<file path="src/capcfg_pkg.sv">
package capcfg_pkg;

  // Register selects within the configuration register group.
  localparam logic [2:0] SEL_CFG_THREE = 3'h3;
  localparam logic [2:0] SEL_CFG_FOUR  = 3'h4;
  localparam logic [2:0] SEL_CFG_FIVE  = 3'h5;

  // Field positions of the third configuration register.
  localparam int CFG3_M_BIT          = 31;
  localparam int CFG3_LVL_WIDTH_LO   = 21;
  localparam int CFG3_MCU_BIT        = 17;
  localparam int CFG3_EXC_ISA_BIT    = 16;
  localparam int CFG3_ISA_LO         = 14;
  localparam int CFG3_USER_LOCAL_BIT = 13;
  localparam int CFG3_DSP2_BIT       = 11;
  localparam int CFG3_DSP_BIT        = 10;
  localparam int CFG3_WIDE_PA_BIT    = 7;
  localparam int CFG3_EIC_BIT        = 6;
  localparam int CFG3_VEC_IRQ_BIT    = 5;
  localparam int CFG3_TINY_PAGE_BIT  = 4;
  localparam int CFG3_DEV_MAP_BIT    = 3;
  localparam int CFG3_SECURE_BIT     = 1;
  localparam int CFG3_TRACE_BIT      = 0;

  // Field positions of the fourth and fifth configuration registers.
  localparam int CFG4_M_BIT          = 31;
  localparam int CFG4_IE_LO          = 29;
  localparam int CFG4_SCRATCH_LO     = 16;
  localparam int CFG5_M_BIT          = 31;
  localparam int CFG5_FPR_ACCESS_BIT = 2;

  // Constant and reset values.
  localparam logic [1:0] LVL_WIDTH_VALUE    = 2'h1;
  localparam logic       MCU_VALUE          = 1'h1;
  localparam logic       USER_LOCAL_VALUE   = 1'h1;
  localparam logic       WIDE_PA_VALUE      = 1'h0;
  localparam logic       VEC_IRQ_VALUE      = 1'h1;
  localparam logic       TINY_PAGE_VALUE    = 1'h0;
  localparam logic       SECURE_VALUE       = 1'h0;
  localparam logic       CFG4_M_VALUE       = 1'h1;
  localparam logic [1:0] TLB_INV_VALUE      = 2'h1;
  localparam logic [7:0] SCRATCH_MASK_VALUE = 8'h0C;
  localparam logic       CFG5_M_VALUE       = 1'h0;
  localparam logic       FPR_ACCESS_RESET   = 1'h0;
  localparam logic       LVL_TOP_FROM_CAUSE = 1'h1;

  // Cause register positions that carry the two top requested-level bits.
  localparam int CAUSE_LVL_HI_BIT  = 17;
  localparam int CAUSE_LVL_MID_BIT = 16;

  // Write sequencing state.
  typedef enum logic [0:0] {
    CAP_LOAD,
    CAP_RUN
  } cap_state_type;

endpackage : capcfg_pkg

</file>
<file path="src/reset_sync.sv">
module reset_sync (
  // Clock and raw reset
  input  wire logic clk_i,
  input  wire logic resetn_i,
  // Released reset
  output logic      rst_n_o
);

  logic meta_ff;
  logic hold_ff;

  // The first stage feeds only the second, so release never races into the block.
  always_ff @(posedge clk_i or negedge resetn_i) begin
    if (!resetn_i) begin
      meta_ff <= 1'b0;
      hold_ff <= 1'b0;
    end else begin
      meta_ff <= 1'b1;
      hold_ff <= meta_ff;
    end
  end

  assign rst_n_o = hold_ff;

endmodule : reset_sync

</file>
<file path="src/rw_bit.sv">
module rw_bit (
  // Clock and reset
  input  wire logic clk_i,
  input  wire logic rst_n_i,
  // Load and write controls
  input  wire logic load_i,
  input  wire logic load_val_i,
  input  wire logic wr_i,
  input  wire logic wr_val_i,
  // Stored value
  output logic      q_o
);

  logic bit_ff;
  logic nxt_bit;

  always_comb begin
    nxt_bit = bit_ff;
    if (load_i) begin
      nxt_bit = load_val_i;
    end else if (wr_i) begin
      nxt_bit = wr_val_i;
    end
  end

  always_ff @(posedge clk_i or negedge rst_n_i) begin
    if (!rst_n_i) begin
      bit_ff <= 1'b0;
    end else begin
      bit_ff <= nxt_bit;
    end
  end

  assign q_o = bit_ff;

endmodule : rw_bit

</file>
<file path="src/capability_config_regs.sv">
// Functional notes
// Interrupt level width code reads 1: eight-bit level fields.
// Eight-bit requested level takes cause bits 17 and 16 as top bits.
// Microcontroller extension bit 17 is read-only one.
// Exception-entry set bit 16 is writable; reset value from external signal.
// Instruction set availability field preset from external signal.
// User-local present bit 13 reads one.
// Bits 11 and 10 report signal-processing revision 2 and presence presets.
// Wide physical address bit 7 reads zero.
// Bit 6 follows the external interrupt controller strap.
// Vectored interrupt bit 5 always reads one.
// Tiny page bit 4 reads zero.
// Bit 3 reports the common device memory map preset.
// Security extension bit 1 always reads zero.
// Bit 0 reports the trace logic preset.
// Fourth register bit 31 reads one: a fifth register exists.
// TLB invalidate field reads code 01, entry-invalidate bit only.
// Kernel scratch mask bits 23:16 read 0x0C.
// Reserved bits of fourth and fifth registers read zero; software writes zero.
// Fifth register bit 31 reads zero: no further register.
// Fifth register bit 2 resets to zero and gates user floating mode access.
// User-mode floating register-mode instructions allowed only when that bit is one.
// Writes to read-only capability fields have no effect.
module capability_config_regs
  import capcfg_pkg::*;
#(
  parameter logic DSP2_PRESENT  = 1'b1,
  parameter logic DSP_PRESENT   = 1'b1,
  parameter logic DEV_MAP_PRESENT = 1'b1,
  parameter logic TRACE_PRESENT = 1'b1
) (
  // Clock and reset
  input  wire logic        clk_i,
  input  wire logic        resetn_i,
  // Static straps
  input  wire logic        exc_iset_strap_i,
  input  wire logic [1:0]  iset_avail_strap_i,
  input  wire logic        ext_intc_strap_input_i,
  // Coprocessor register access
  input  wire logic [2:0]  sel_i,
  input  wire logic        rd_en_i,
  input  wire logic        wr_en_i,
  input  wire logic [31:0] wr_data_i,
  output logic [31:0]      rd_data_o,
  // Requested interrupt level assembly
  input  wire logic [31:0] cause_i,
  input  wire logic [5:0]  requested_interrupt_level_low_i,
  output logic [7:0]       requested_interrupt_level_o,
  // Feature controls
  input  wire logic        user_mode_i,
  input  wire logic        fpr_mode_access_req_i,
  output logic             fpr_mode_access_ok_o,
  output logic             exception_entry_iset_o,
  output logic             user_fpr_mode_access_o
);

  logic          rst_n;
  cap_state_type state_ff;
  cap_state_type nxt_state;
  logic [1:0]    iset_avail_ff;
  logic [1:0]    nxt_iset_avail;
  logic          exception_entry_iset;
  logic          user_fpr_mode_access;
  logic          load;
  logic          wr_three;
  logic          wr_five;
  logic [31:0]   cfg_three;
  logic [31:0]   cfg_four;
  logic [31:0]   cfg_five;
  logic [31:0]   nxt_rd_data;
  logic [31:0]   rd_data_ff;

  reset_sync u_reset_sync (
    .clk_i    (clk_i),
    .resetn_i (resetn_i),
    .rst_n_o  (rst_n)
  );

  // The exception-set and instruction-set straps are caught one clock after reset release, never inside the async reset.
  always_comb begin
    nxt_state      = state_ff;
    nxt_iset_avail = iset_avail_ff;
    case (state_ff)
      CAP_LOAD: begin
        nxt_iset_avail = iset_avail_strap_i;
        nxt_state      = CAP_RUN;
      end
      CAP_RUN: begin
        nxt_state = CAP_RUN;
      end
      default: begin
        nxt_state = CAP_LOAD;
      end
    endcase
  end

  always_ff @(posedge clk_i or negedge rst_n) begin
    if (!rst_n) begin
      state_ff      <= CAP_LOAD;
      iset_avail_ff <= 2'h0;
    end else begin
      state_ff      <= nxt_state;
      iset_avail_ff <= nxt_iset_avail;
    end
  end

  assign load     = (state_ff == CAP_LOAD);
  assign wr_three = wr_en_i && (sel_i == SEL_CFG_THREE) && !load;
  assign wr_five  = wr_en_i && (sel_i == SEL_CFG_FIVE) && !load;

  rw_bit u_exc_iset (
    .clk_i      (clk_i),
    .rst_n_i    (rst_n),
    .load_i     (load),
    .load_val_i (exc_iset_strap_i),
    .wr_i       (wr_three),
    .wr_val_i   (wr_data_i[CFG3_EXC_ISA_BIT]),
    .q_o        (exception_entry_iset)
  );

  rw_bit u_fpr_access (
    .clk_i      (clk_i),
    .rst_n_i    (rst_n),
    .load_i     (load),
    .load_val_i (FPR_ACCESS_RESET),
    .wr_i       (wr_five),
    .wr_val_i   (wr_data_i[CFG5_FPR_ACCESS_BIT]),
    .q_o        (user_fpr_mode_access)
  );

  // Only the two writable bits take write data; all else is rebuilt from constants and straps.
  always_comb begin
    cfg_three = 32'h0000_0000;
    cfg_three[CFG3_M_BIT]                   = 1'b1;
    cfg_three[CFG3_LVL_WIDTH_LO +: 2]       = LVL_WIDTH_VALUE;
    cfg_three[CFG3_MCU_BIT]                 = MCU_VALUE;
    cfg_three[CFG3_EXC_ISA_BIT]             = exception_entry_iset;
    cfg_three[CFG3_ISA_LO +: 2]             = iset_avail_ff;
    cfg_three[CFG3_USER_LOCAL_BIT]          = USER_LOCAL_VALUE;
    cfg_three[CFG3_DSP2_BIT]                = DSP2_PRESENT;
    cfg_three[CFG3_DSP_BIT]                 = DSP_PRESENT;
    cfg_three[CFG3_WIDE_PA_BIT]             = WIDE_PA_VALUE;
    cfg_three[CFG3_EIC_BIT]                 = ext_intc_strap_input_i;
    cfg_three[CFG3_VEC_IRQ_BIT]             = VEC_IRQ_VALUE;
    cfg_three[CFG3_TINY_PAGE_BIT]           = TINY_PAGE_VALUE;
    cfg_three[CFG3_DEV_MAP_BIT]             = DEV_MAP_PRESENT;
    cfg_three[CFG3_SECURE_BIT]              = SECURE_VALUE;
    cfg_three[CFG3_TRACE_BIT]               = TRACE_PRESENT;
  end

  always_comb begin
    cfg_four = 32'h0000_0000;
    cfg_four[CFG4_M_BIT]         = CFG4_M_VALUE;
    cfg_four[CFG4_IE_LO +: 2]    = TLB_INV_VALUE;
    cfg_four[CFG4_SCRATCH_LO +: 8] = SCRATCH_MASK_VALUE;
  end

  always_comb begin
    cfg_five = 32'h0000_0000;
    cfg_five[CFG5_M_BIT]   = CFG5_M_VALUE;
    cfg_five[CFG5_FPR_ACCESS_BIT] = user_fpr_mode_access;
  end

  // Read data is registered; unknown selects read zero, and writes to them are dropped.
  always_comb begin
    nxt_rd_data = rd_data_ff;
    if (rd_en_i) begin
      case (sel_i)
        SEL_CFG_THREE: nxt_rd_data = cfg_three;
        SEL_CFG_FOUR:  nxt_rd_data = cfg_four;
        SEL_CFG_FIVE:  nxt_rd_data = cfg_five;
        default:       nxt_rd_data = 32'h0000_0000;
      endcase
    end
  end

  always_ff @(posedge clk_i or negedge rst_n) begin
    if (!rst_n) begin
      rd_data_ff <= 32'h0000_0000;
    end else begin
      rd_data_ff <= nxt_rd_data;
    end
  end

  assign rd_data_o = rd_data_ff;

  // With the width code fixed at eight bits, the top level bits come from the cause word.
  assign requested_interrupt_level_o = {cause_i[CAUSE_LVL_HI_BIT],
                                        cause_i[CAUSE_LVL_MID_BIT],
                                        requested_interrupt_level_low_i};

  // Kernel mode is never gated; user mode needs the access bit set.
  assign fpr_mode_access_ok_o = fpr_mode_access_req_i &&
                                (!user_mode_i || user_fpr_mode_access);

  assign exception_entry_iset_o = exception_entry_iset;
  assign user_fpr_mode_access_o = user_fpr_mode_access;

endmodule : capability_config_regs

</file>
<file path="config.mk">
export PLATFORM = sky130hd
export DESIGN_NAME = capability_config_regs
export DESIGN_NICKNAME = d
export VERILOG_FILES = /design/src/capcfg_pkg.sv /design/src/reset_sync.sv /design/src/rw_bit.sv /design/src/capability_config_regs.sv
export SDC_FILE = /design/constraint.sdc
export NUM_CORES = 1
export LEC_CHECK = 0
export BUFFER_PORTS_ARGS = -buffer_cell sky130_fd_sc_hd__buf_2
export CORE_MARGIN = 2
export CORE_UTILIZATION = 31
export CTS_CLUSTER_SIZE = 14
export DETAILED_ROUTE_END_ITERATION = 6
export GPL_TIMING_DRIVEN = 0
export PLACE_DENSITY = 0.85
export SLEW_MARGIN = 20
export SYNTH_ARGS = -nofsm -noshare
export SYNTH_HDL_FRONTEND = slang
export SYNTH_SLANG_ARGS = --single-unit
export TNS_END_PERCENT = 50
</file>
<file path="constraint.sdc">
create_clock -name clk_i -period 2.11 [get_ports clk_i]
set_clock_uncertainty 0.15 [all_clocks]
set_input_delay 0.1055 -clock clk_i [delete_from_list [all_inputs] [get_ports clk_i]]
set_output_delay 0.1055 -clock clk_i [all_outputs]
set_load 0.02 [all_outputs]
</file>
==> qor.yml, run 1 <==
cts_tree: "built"
area_growth_pct: 53.4
path_class: "primary input to flop"
cts.htree.levels: 1
period_minus_slack_ps: 1600
cts.repair.resized: 0
ctsLongestPathBuffers: 2
leakage_nw: 0.758
ir_drop_mv: 0.476
post-route-util_pct: 50.8
vias: 700
seqPwrFrac_pct: 47.7
power.net_switching_w: 0.000202
grt_max_degree: 14
antenna_found_initial: 0
drive_above_1_share_pct: 55.7
ys_seq_area_share_pct: 45.4
syn-instance-count: 77
avgRoutedWirePerCell_um: 8.75
cts_sinks: 15
clkSlewWorstSetupHoldPaths_ps: 90
via_per_inst: 3.91
die_x_um: 55.7
crit_chain: "dlygate4sd3_1 > buf_2 > inv_1 > o2bb2ai_1 > dlygate4sd3_1"
path_max_fanout: 7
hold_class: "flop to async pin"
rsz0062_at_grt: "false"
p_clk_share_pct: 23.9
wirelength_um: 1570
maxCapViolCount: 0
p_int_w: 0.000468
fillers: 226
ys_warn_count: 0
run_status: "finished clean"
final_common_cell: "buf_2"
dp_hpwl_um: 1270
max_freq_mhz: 624
critPathArrivalTime_ps: 1680
hold_viol_final: 0
antenna_cells: 0
nNetsFinal: 233
grt_pass1_vias: 638
drt_iter0_markers: 9
mostFrequentLayoutCells: "42 x buf_2, 32 x buf_4, 17 x conb_1"
powerDensity_mw_per_mm2: 528
finalSetupTns_ps: 0
overflow: 0
ys_ff_latch: 15
endpoint_kind: "flop"
place_congestion: 0.678
timing.hold.ws_ps: 56.0
avgSynthCellArea_um2: 10.7
finalSetupViolCount: 0
swShare_pct: 30.2
postRouteAntennaNets: 0
fp.dieH_um: 55.7
cp_slowest_cell: "dlygate4sd3_1"
cts_root_buf: "clkbuf_4"
slew_viol_final: 0
fin_crit_sh_pct: 76.0
drc: 0
core_area_mm2: 0.00250
ys_types: 21
io_pins: 126
die_area_mm2: 0.00310
critPathLaunchType: "primary input"
worst_ep_required_time_ps: 2180
port-buffer-count: 42
start_util_pct: 33.1
grt_use_total_pct: 10.5
power_frac_comb_pct: 28.4
rrSetupSlack_ps: 670
grt_pass1_wl_um: 2570
path_common_cell: "dlygate4sd3_1"
cts_buffers: 3
power.total_w: 0.000670
clkLatencyLatePin_ps: 280
critPathMaxStageDelay_ps: 560
rows: 18
dr.pass1.iters: 3
synth_area_um2: 827
==> worst max-delay path: cells and delay by family <==
| kind | cells | cell delay (ps) |
|---|---|---|
| buf+inv | 4 | 1420 |
| compound gates | 1 | 150 |
==> worst paths after layout <==
| kind | to | start | cells past startpoint |
|---|---|---|---|
| max reg2reg | u_exc_iset.q_o | u_exc_iset.q_o | 3 |
| max | rd_data_o[2] | rd_en_i | 5 |
| min | iset_avail_ff[1] | u_reset_sync.rst_n_o | 0 |
| max in group asynchronous | u_reset_sync.meta_ff | resetn_i | 3 |
| min reg2reg | iset_avail_ff[1] | u_reset_sync.rst_n_o | 0 |
| min in group clk_i | rd_data_o[31] | sel_i[1] | 4 |
==> repair_timing <==
action | 4_1_cts | 5_1_grt
buffers inserted | 0 | 0
hold buffers | 11 | 0
endpoints found under the hold margin | 10 | 0
==> cell families (layout without fill, tap and decap cells) <==
logic type / Yosys count / count (layout) / synth area share [%]
buffers and inverters: 34 / 91 / 30.0
flip-flops: 15 / 15 / 45.4
AND/OR/NAND/NOR: 13 / 13 / 10.1
AO/OA/AOI/OAI: 9 / 9 / 8.32
multiplexers: 4 / 4 / 5.29
other: 2 / 17 / 0.908
==> final cells by class <==
type                            count  area [µm²]  area share, %
Buffer                             32         240           18.9
Clock buffer                        3        22.5           1.78
Clock inverter                      1        5.00          0.394
Inverter                            2        7.51          0.592
Multi-Input combinational cell     43         260           20.5
Sequential cell                    15         375           29.6
Tap cell                           30        37.5           2.96
Timing Repair Buffer               53         320           25.2
==> per-layer routing <==
layer | up-vias | track usage, % | routed length (µm)
li1 | 355 | - | -
met1 | 298 | 8.10 | 525
met2 | 45 | 21.8 | 860
met3 | 2 | 2.56 | 158
met4 | 0 | 6.97 | 22
met5 | - | 0 | 0
==> state kept, by name, summed over array words and instances (netlist names) <==
register              cells
iset_avail_ff             2
rd_data_o                 8
state_ff                  1
u_exc_iset.q_o            1
u_fpr_access.q_o          1
u_reset_sync.meta_ff      1
u_reset_sync.rst_n_o      1
==> through the flow <==
step                      setup slack [ps]  std cells  instance area, µm²
final                                  507        179                1270
after global routing                   482        179                1270
after CTS                              543        179                1270
after detailed placement              1050        164                1130
after global placement                1070        164                1130
after floorplan                        838         92                 883
==> synth_stat cells <==
cell type | instances | area (µm²)
mux2_2 | 3 | 33.8
a21o_1 | 1 | 7.51
inv_1 | 2 | 7.51
nand3b_1 | 1 | 7.51
and2_4 | 1 | 8.76
a22o_1 | 4 | 35.0
a21oi_1 | 1 | 5.00
o21ai_1 | 1 | 5.00
o2bb2ai_1 | 1 | 8.76
nand3_1 | 1 | 5.00
a21boi_0 | 1 | 7.51
mux2i_1 | 1 | 10.0
and3b_1 | 1 | 8.76
nand4b_1 | 2 | 17.5
nor2_1 | 3 | 11.3
conb_1 | 2 | 7.51
nand2_1 | 2 | 7.51
buf_4 | 32 | 240
nor3b_2 | 1 | 12.5
dfrtp_1 | 15 | 375
nor3_1 | 1 | 5.00
==> power groups by stage <==
stage	logic [W]	clock network (W)	registers, W
finish	0.000190	0.000160	0.000319
global route	0.000204	0.000182	0.000323
CTS	0.000190	0.000169	0.000320
detailed placement	0.000175	0	0.000326
global placement	0.000173	0	0.000325
floorplan	0.000117	0	0.000335
No activity file was read; power rests on OpenSTA's default activity.
==> run 2, diff against run 1 <==
--- a/config.mk
+++ b/config.mk
@@ -7,11 +7,11 @@
 export LEC_CHECK = 0
 export BUFFER_PORTS_ARGS = -buffer_cell sky130_fd_sc_hd__buf_2
 export CORE_MARGIN = 2
-export CORE_UTILIZATION = 31
+export CORE_UTILIZATION = 26
 export CTS_CLUSTER_SIZE = 14
 export DETAILED_ROUTE_END_ITERATION = 6
 export GPL_TIMING_DRIVEN = 0
-export PLACE_DENSITY = 0.85
+export PLACE_DENSITY = 0.76
 export SLEW_MARGIN = 20
 export SYNTH_ARGS = -nofsm -noshare
 export SYNTH_HDL_FRONTEND = slang
==> constraint.sdc (replaced) <==
create_clock -name clk_i -period 1.4 [get_ports clk_i]
set_clock_uncertainty 0.15 [all_clocks]
set_input_delay 0.07 -clock clk_i [delete_from_list [all_inputs] [get_ports clk_i]]
set_output_delay 0.07 -clock clk_i [all_outputs]
set_load 0.02 [all_outputs]
==> qor.yml, run 2 (synthesized netlist as in run 1, its figures left out) <==
cts.htree.levels: 1  # unchanged
critPathBufInv: 2  # -2
ir_drop_mv: 0.456  # -4.2%
period_minus_slack_ps: 1280
crit_family: "buffers and inverters"
path_class: "primary input to flop"
grt_max_degree: 14  # unchanged
slew_viol_final: 0  # unchanged
antenna_found_initial: 0  # unchanged
cts_buffers: 3  # unchanged
critPathArrivalTime_ps: 1300  # -380 ps
fp.dieH_um: 60.4  # +8.5%
hold_class: "flop to async pin"
die_area_mm2: 0.00365  # +18%
place_congestion: 0.688  # +1.5%
maxCapViolCount: 0  # unchanged
leakage_nw: 0.759  # about the same
run_status: "finished clean"
max_freq_mhz: 779
mostFrequentLayoutCells: "42 x buf_2, 32 x buf_4, 17 x conb_1"
antenna_cells: 0  # unchanged
powerDensity_mw_per_mm2: 774  # +47%
area_growth_pct: 57.8
timing.hold.ws_ps: 53.6  # -2.40 ps
grt_pass1_vias: 641  # +0.47%
drc: 0  # unchanged
critPathLaunchType: "primary input"
cp_slowest_cell: "dlygate4sd3_1"
crit_cells: 5  # unchanged
nNetsFinal: 235  # +0.86%
cts_tree: "built"
dp_hpwl_um: 1240  # -2.4%
worst_ep_required_time_ps: 1420  # -760 ps
io_pins: 126  # unchanged
hold_viol_final: 0  # unchanged
endpoint_kind: "flop"
via_per_inst: 3.61  # -7.8%
rsz0062_at_grt: "false"
drt_iter0_markers: 8  # -1
largest_reg_flops: 8  # unchanged
dr.pass1.iters: 4  # +1
rows: 20  # +2
place_inst: 178  # +8.5%
final_common_cell: "buf_2"
overflow: 0  # unchanged
drive_above_1_share_pct: 54.3  # -1.4 points
clkSlewWorstSetupHoldPaths_ps: 80  # about the same
finalSetupViolCount: 0  # unchanged
grt_use_total_pct: 8.86  # -1.6 points
cts_sinks: 15  # unchanged
port-buffer-count: 42  # unchanged
ctsLongestPathBuffers: 2  # unchanged
stdcell_count: 195  # +8.9%
critPathMaxStageDelay_ps: 530  # -30 ps
cts_root_buf: "clkbuf_4"
postRouteAntennaNets: 0  # unchanged
crit_chain: "dlygate4sd3_1 > buf_2 > and3b_1 > and2_4 > a22o_1"
wirelength_um: 1630  # +4.0%
worstRegToRegCells: 1  # -2
start_util_pct: 27.3  # -5.8 points
fin_crit_sh_pct: 91.7
path_max_fanout: 5  # -2
finalSetupTns_ps: 0  # unchanged
core_area_mm2: 0.00303  # +21%
grt_pass1_wl_um: 2440  # -5.4%
avgRoutedWirePerCell_um: 8.35  # -4.5%
die_x_um: 60.4  # +8.5%
clkLatencyLatePin_ps: 270  # about the same
vias: 703  # +0.43%
[run 2: cell count changes in the layout (fill, tap and decap cells not counted), sizes merged]
cell and delta:
clkinv -1, clkbuf +1, dlygate4sd3 +2
[run 2: final timing paths]
kind | from | endpoint | slack (ps)
worst max-delay path | sel_i[0] | rd_data_o[6] | 120
worst max register to register | state_ff | iset_avail_ff[1] | 340
max in group asynchronous | resetn_i | u_reset_sync.rst_n_o | 500
min in group clk_i | u_reset_sync.meta_ff | u_reset_sync.rst_n_o | 200
worst min-delay path | u_reset_sync.rst_n_o | rd_data_o[15] | 50
worst min register to register | u_reset_sync.rst_n_o | rd_data_o[15] | 50
[run 2: final cells by class]
| cell class | instances | area (µm²) |
|---|---|---|
| buffer | 32 | 240 |
| clock buffer | 4 | 26.3 |
| fill | 290 | 1720 |
| inverter | 2 | 7.51 |
| multi-input combinational | 43 | 260 |
| sequential | 15 | 375 |
| tap | 44 | 55.1 |
| timing repair buffer | 55 | 340 |
[run 2: timing repair]
action                                  in CTS  in global routing
setup buffers                                0                  0
gates resized for setup                      0                  0
hold endpoints to repair                    10                  0
hold buffers                                13                  0
endpoints found under the setup margin       0                  0
[run 2: routing by layer]
metal | share of wire (%) | global-route usage [%] | up-vias
met5 | 0 | 0 | -
met4 | 0 | 3.81 | 0
met3 | 9.6 | 1.49 | 0
met2 | 51 | 17.5 | 45
met1 | 40 | 8.97 | 305
li1 | - | - | 353
[run 2: report_power, final]
part	switching (W)	total [W]	internal, W
registers	0.0000248	0.000482	0.000457
clock network	0.000124	0.000234	0.000110
logic	0.000147	0.000294	0.000147
[run 2: metrics by stage]
stage | power, W | util [%] | setup WS [ps] | area [µm²]
final | 0.00101 | 43.1 | 117 | 1310
after global routing | 0.00106 | 43.1 | 43.7 | 1310
after CTS | 0.00102 | 43.1 | 117 | 1310
after detailed placement | 0.000755 | 37.9 | 348 | 1150
after global placement | 0.000751 | 37.9 | 355 | 1150
after floorplan | 0.000681 | - | 163 | 883
==> run 3, diff against run 2 <==
--- a/config.mk
+++ b/config.mk
@@ -6,7 +6,7 @@
 export NUM_CORES = 1
 export LEC_CHECK = 0
 export BUFFER_PORTS_ARGS = -buffer_cell sky130_fd_sc_hd__buf_2
-export CORE_MARGIN = 2
+export CORE_MARGIN = 5
 export CORE_UTILIZATION = 26
 export CTS_CLUSTER_SIZE = 14
 export DETAILED_ROUTE_END_ITERATION = 6
==> qor.yml, run 3 (synthesized netlist as in run 1, its figures left out) <==
cts_sinks: 15  # unchanged
mostFrequentLayoutCells: "42 x buf_2, 32 x buf_4, 17 x conb_1"
setup_ws_ps: 111  # -6.12 ps
overflow: 0  # unchanged
start_util_pct: 27.1  # -0.22 points
via_per_inst: 3.58  # -0.57%
critPathLaunchType: "primary input"
postCtsSetupBuffers: 0  # unchanged
cts.htree.levels: 1  # unchanged
grt_max_degree: 14  # unchanged
place_congestion: 0.650  # -5.6%
clkLatencyLatePin_ps: 280  # about the same
worst_ep_required_time_ps: 1420  # about the same
critPathArrivalTime_ps: 1310  # about the same
cts_buffers: 3  # unchanged
placed_area_mm2: 0.00115  # unchanged
dp_slack_ps: 343  # -4.84 ps
avgRoutedWirePerCell_um: 9.48  # +14%
finalSetupViolCount: 0  # unchanged
antenna_found_initial: 0  # unchanged
grt_pass1_wl_um: 2570  # +5.7%
max_freq_mhz: 776  # -0.47%
hold_buffers: 13  # unchanged
nNetsFinal: 235  # unchanged
leakage_nw: 0.759  # unchanged
maxCapViolCount: 0  # unchanged
antenna_cells: 0  # unchanged
drive_above_1_share_pct: 54.3  # unchanged
maxSlewHeadroom_pct: 65.7
io_pins: 126  # unchanged
dp_hpwl_um: 1510  # +21%
clkSlewWorstSetupHoldPaths_ps: 90  # about the same
largest_reg_flops: 8  # unchanged
run_status: "finished clean"
die_x_um: 66.4  # +9.9%
slew_viol_final: 0  # unchanged
final_common_cell: "buf_2"
grt_use_total_pct: 7.61  # -1.3 points
die_area_mm2: 0.00441  # +21%
hold_viol_final: 0  # unchanged
grt_pass1_vias: 622  # -3.0%
vias: 699  # -0.57%
core_area_mm2: 0.00305  # +0.83%
ir_drop_mv: 0.204  # -55%
endpoint_kind: "flop"
cts_root_buf: "clkbuf_4"
power.total_w: 0.00102  # +0.79%
cts_tree: "built"
drc: 0  # unchanged
finalSetupTns_ps: 0  # unchanged
path_class: "primary input to flop"
fp.dieH_um: 66.4  # +9.9%
period_minus_slack_ps: 1290  # +6.12 ps
critPathMaxStageDelay_ps: 550  # +20 ps
dr.pass1.iters: 4  # unchanged
worst_pin_slew_ps: 515
rsz0062_at_grt: "false"
area_growth_pct: 57.8  # unchanged
drt_iter0_markers: 5  # -3
fin_crit_sh_pct: 92.1  # +0.44 points
design_area_mm2: 0.00131  # unchanged
postRouteAntennaNets: 0  # unchanged
wirelength_um: 1850  # +14%
rows: 20  # unchanged
port-buffer-count: 42  # unchanged
powerDensity_mw_per_mm2: 780  # +0.79%
crit_chain: "dlygate4sd3_1 > buf_2 > and3b_1 > and2_4 > a22o_1"
cts.repair.resized: 0  # unchanged
path_max_fanout: 5  # unchanged
hold_class: "flop to async pin"
ctsLongestPathBuffers: 2  # unchanged
cp_slowest_cell: "dlygate4sd3_1"
## run 3: cell counts in the layout (fill, tap and decap cells not counted)
No cell type changed its count.
## run 3: layout make-up
cell class	count	area (µm²)
buffer	32	240
clock buffer	4	26.3
fill	314	1750
inverter	2	7.51
multi-input combinational	43	260
sequential	15	375
tap	44	55.1
timing repair buffer	55	340
## run 3: per-stage QoR
step / cells / hold slack, ps / utilization (%)
CTS: 195 / 82.4 / 42.7
global placement: 178 / -294 / 37.6
floorplan: 92 / -376 / -
detailed placement: 178 / -293 / 37.6
global route: 195 / 124 / 42.7
finish: 195 / 65.0 / 42.7
## run 3: final timing paths
kind | from | to | slack, ps | depth (start not counted)
hold / removal | u_reset_sync.rst_n_o | rd_data_o[29] | 70 | 0
setup / recovery | sel_i[0] | rd_data_o[14] | 110 | 5
hold reg to reg | u_reset_sync.rst_n_o | rd_data_o[29] | 70 | 0
max in group asynchronous | resetn_i | u_reset_sync.rst_n_o | 480 | 3
setup reg to reg | state_ff | iset_avail_ff[1] | 330 | 1
min in group clk_i | requested_interrupt_level_low_i[5] | requested_interrupt_level_o[5] | 210 | 2
## run 3: critical path: cells and delay by family
family          cells  cell delay (ps)
compound gates      1              170
buf+inv             2              710
simple gates        2              360
## run 3: report_power, final
group	leakage, nW	switching [W]	internal [W]
Clock	0.0150	0.000131	0.000110
Combinational	0.553	0.000148	0.000147
Sequential	0.191	0.0000243	0.000457
Total	0.759	0.000304	0.000714
## run 3: metal layers
metal	track usage (%)	wire, µm	vias up	part of all wire, %
met1	7.56	692	296	37
met2	13.6	865	42	47
met3	3.40	278	4	15
li1	-	-	357	-
met5	0	0	-	0
met4	3.05	13	0	0.70
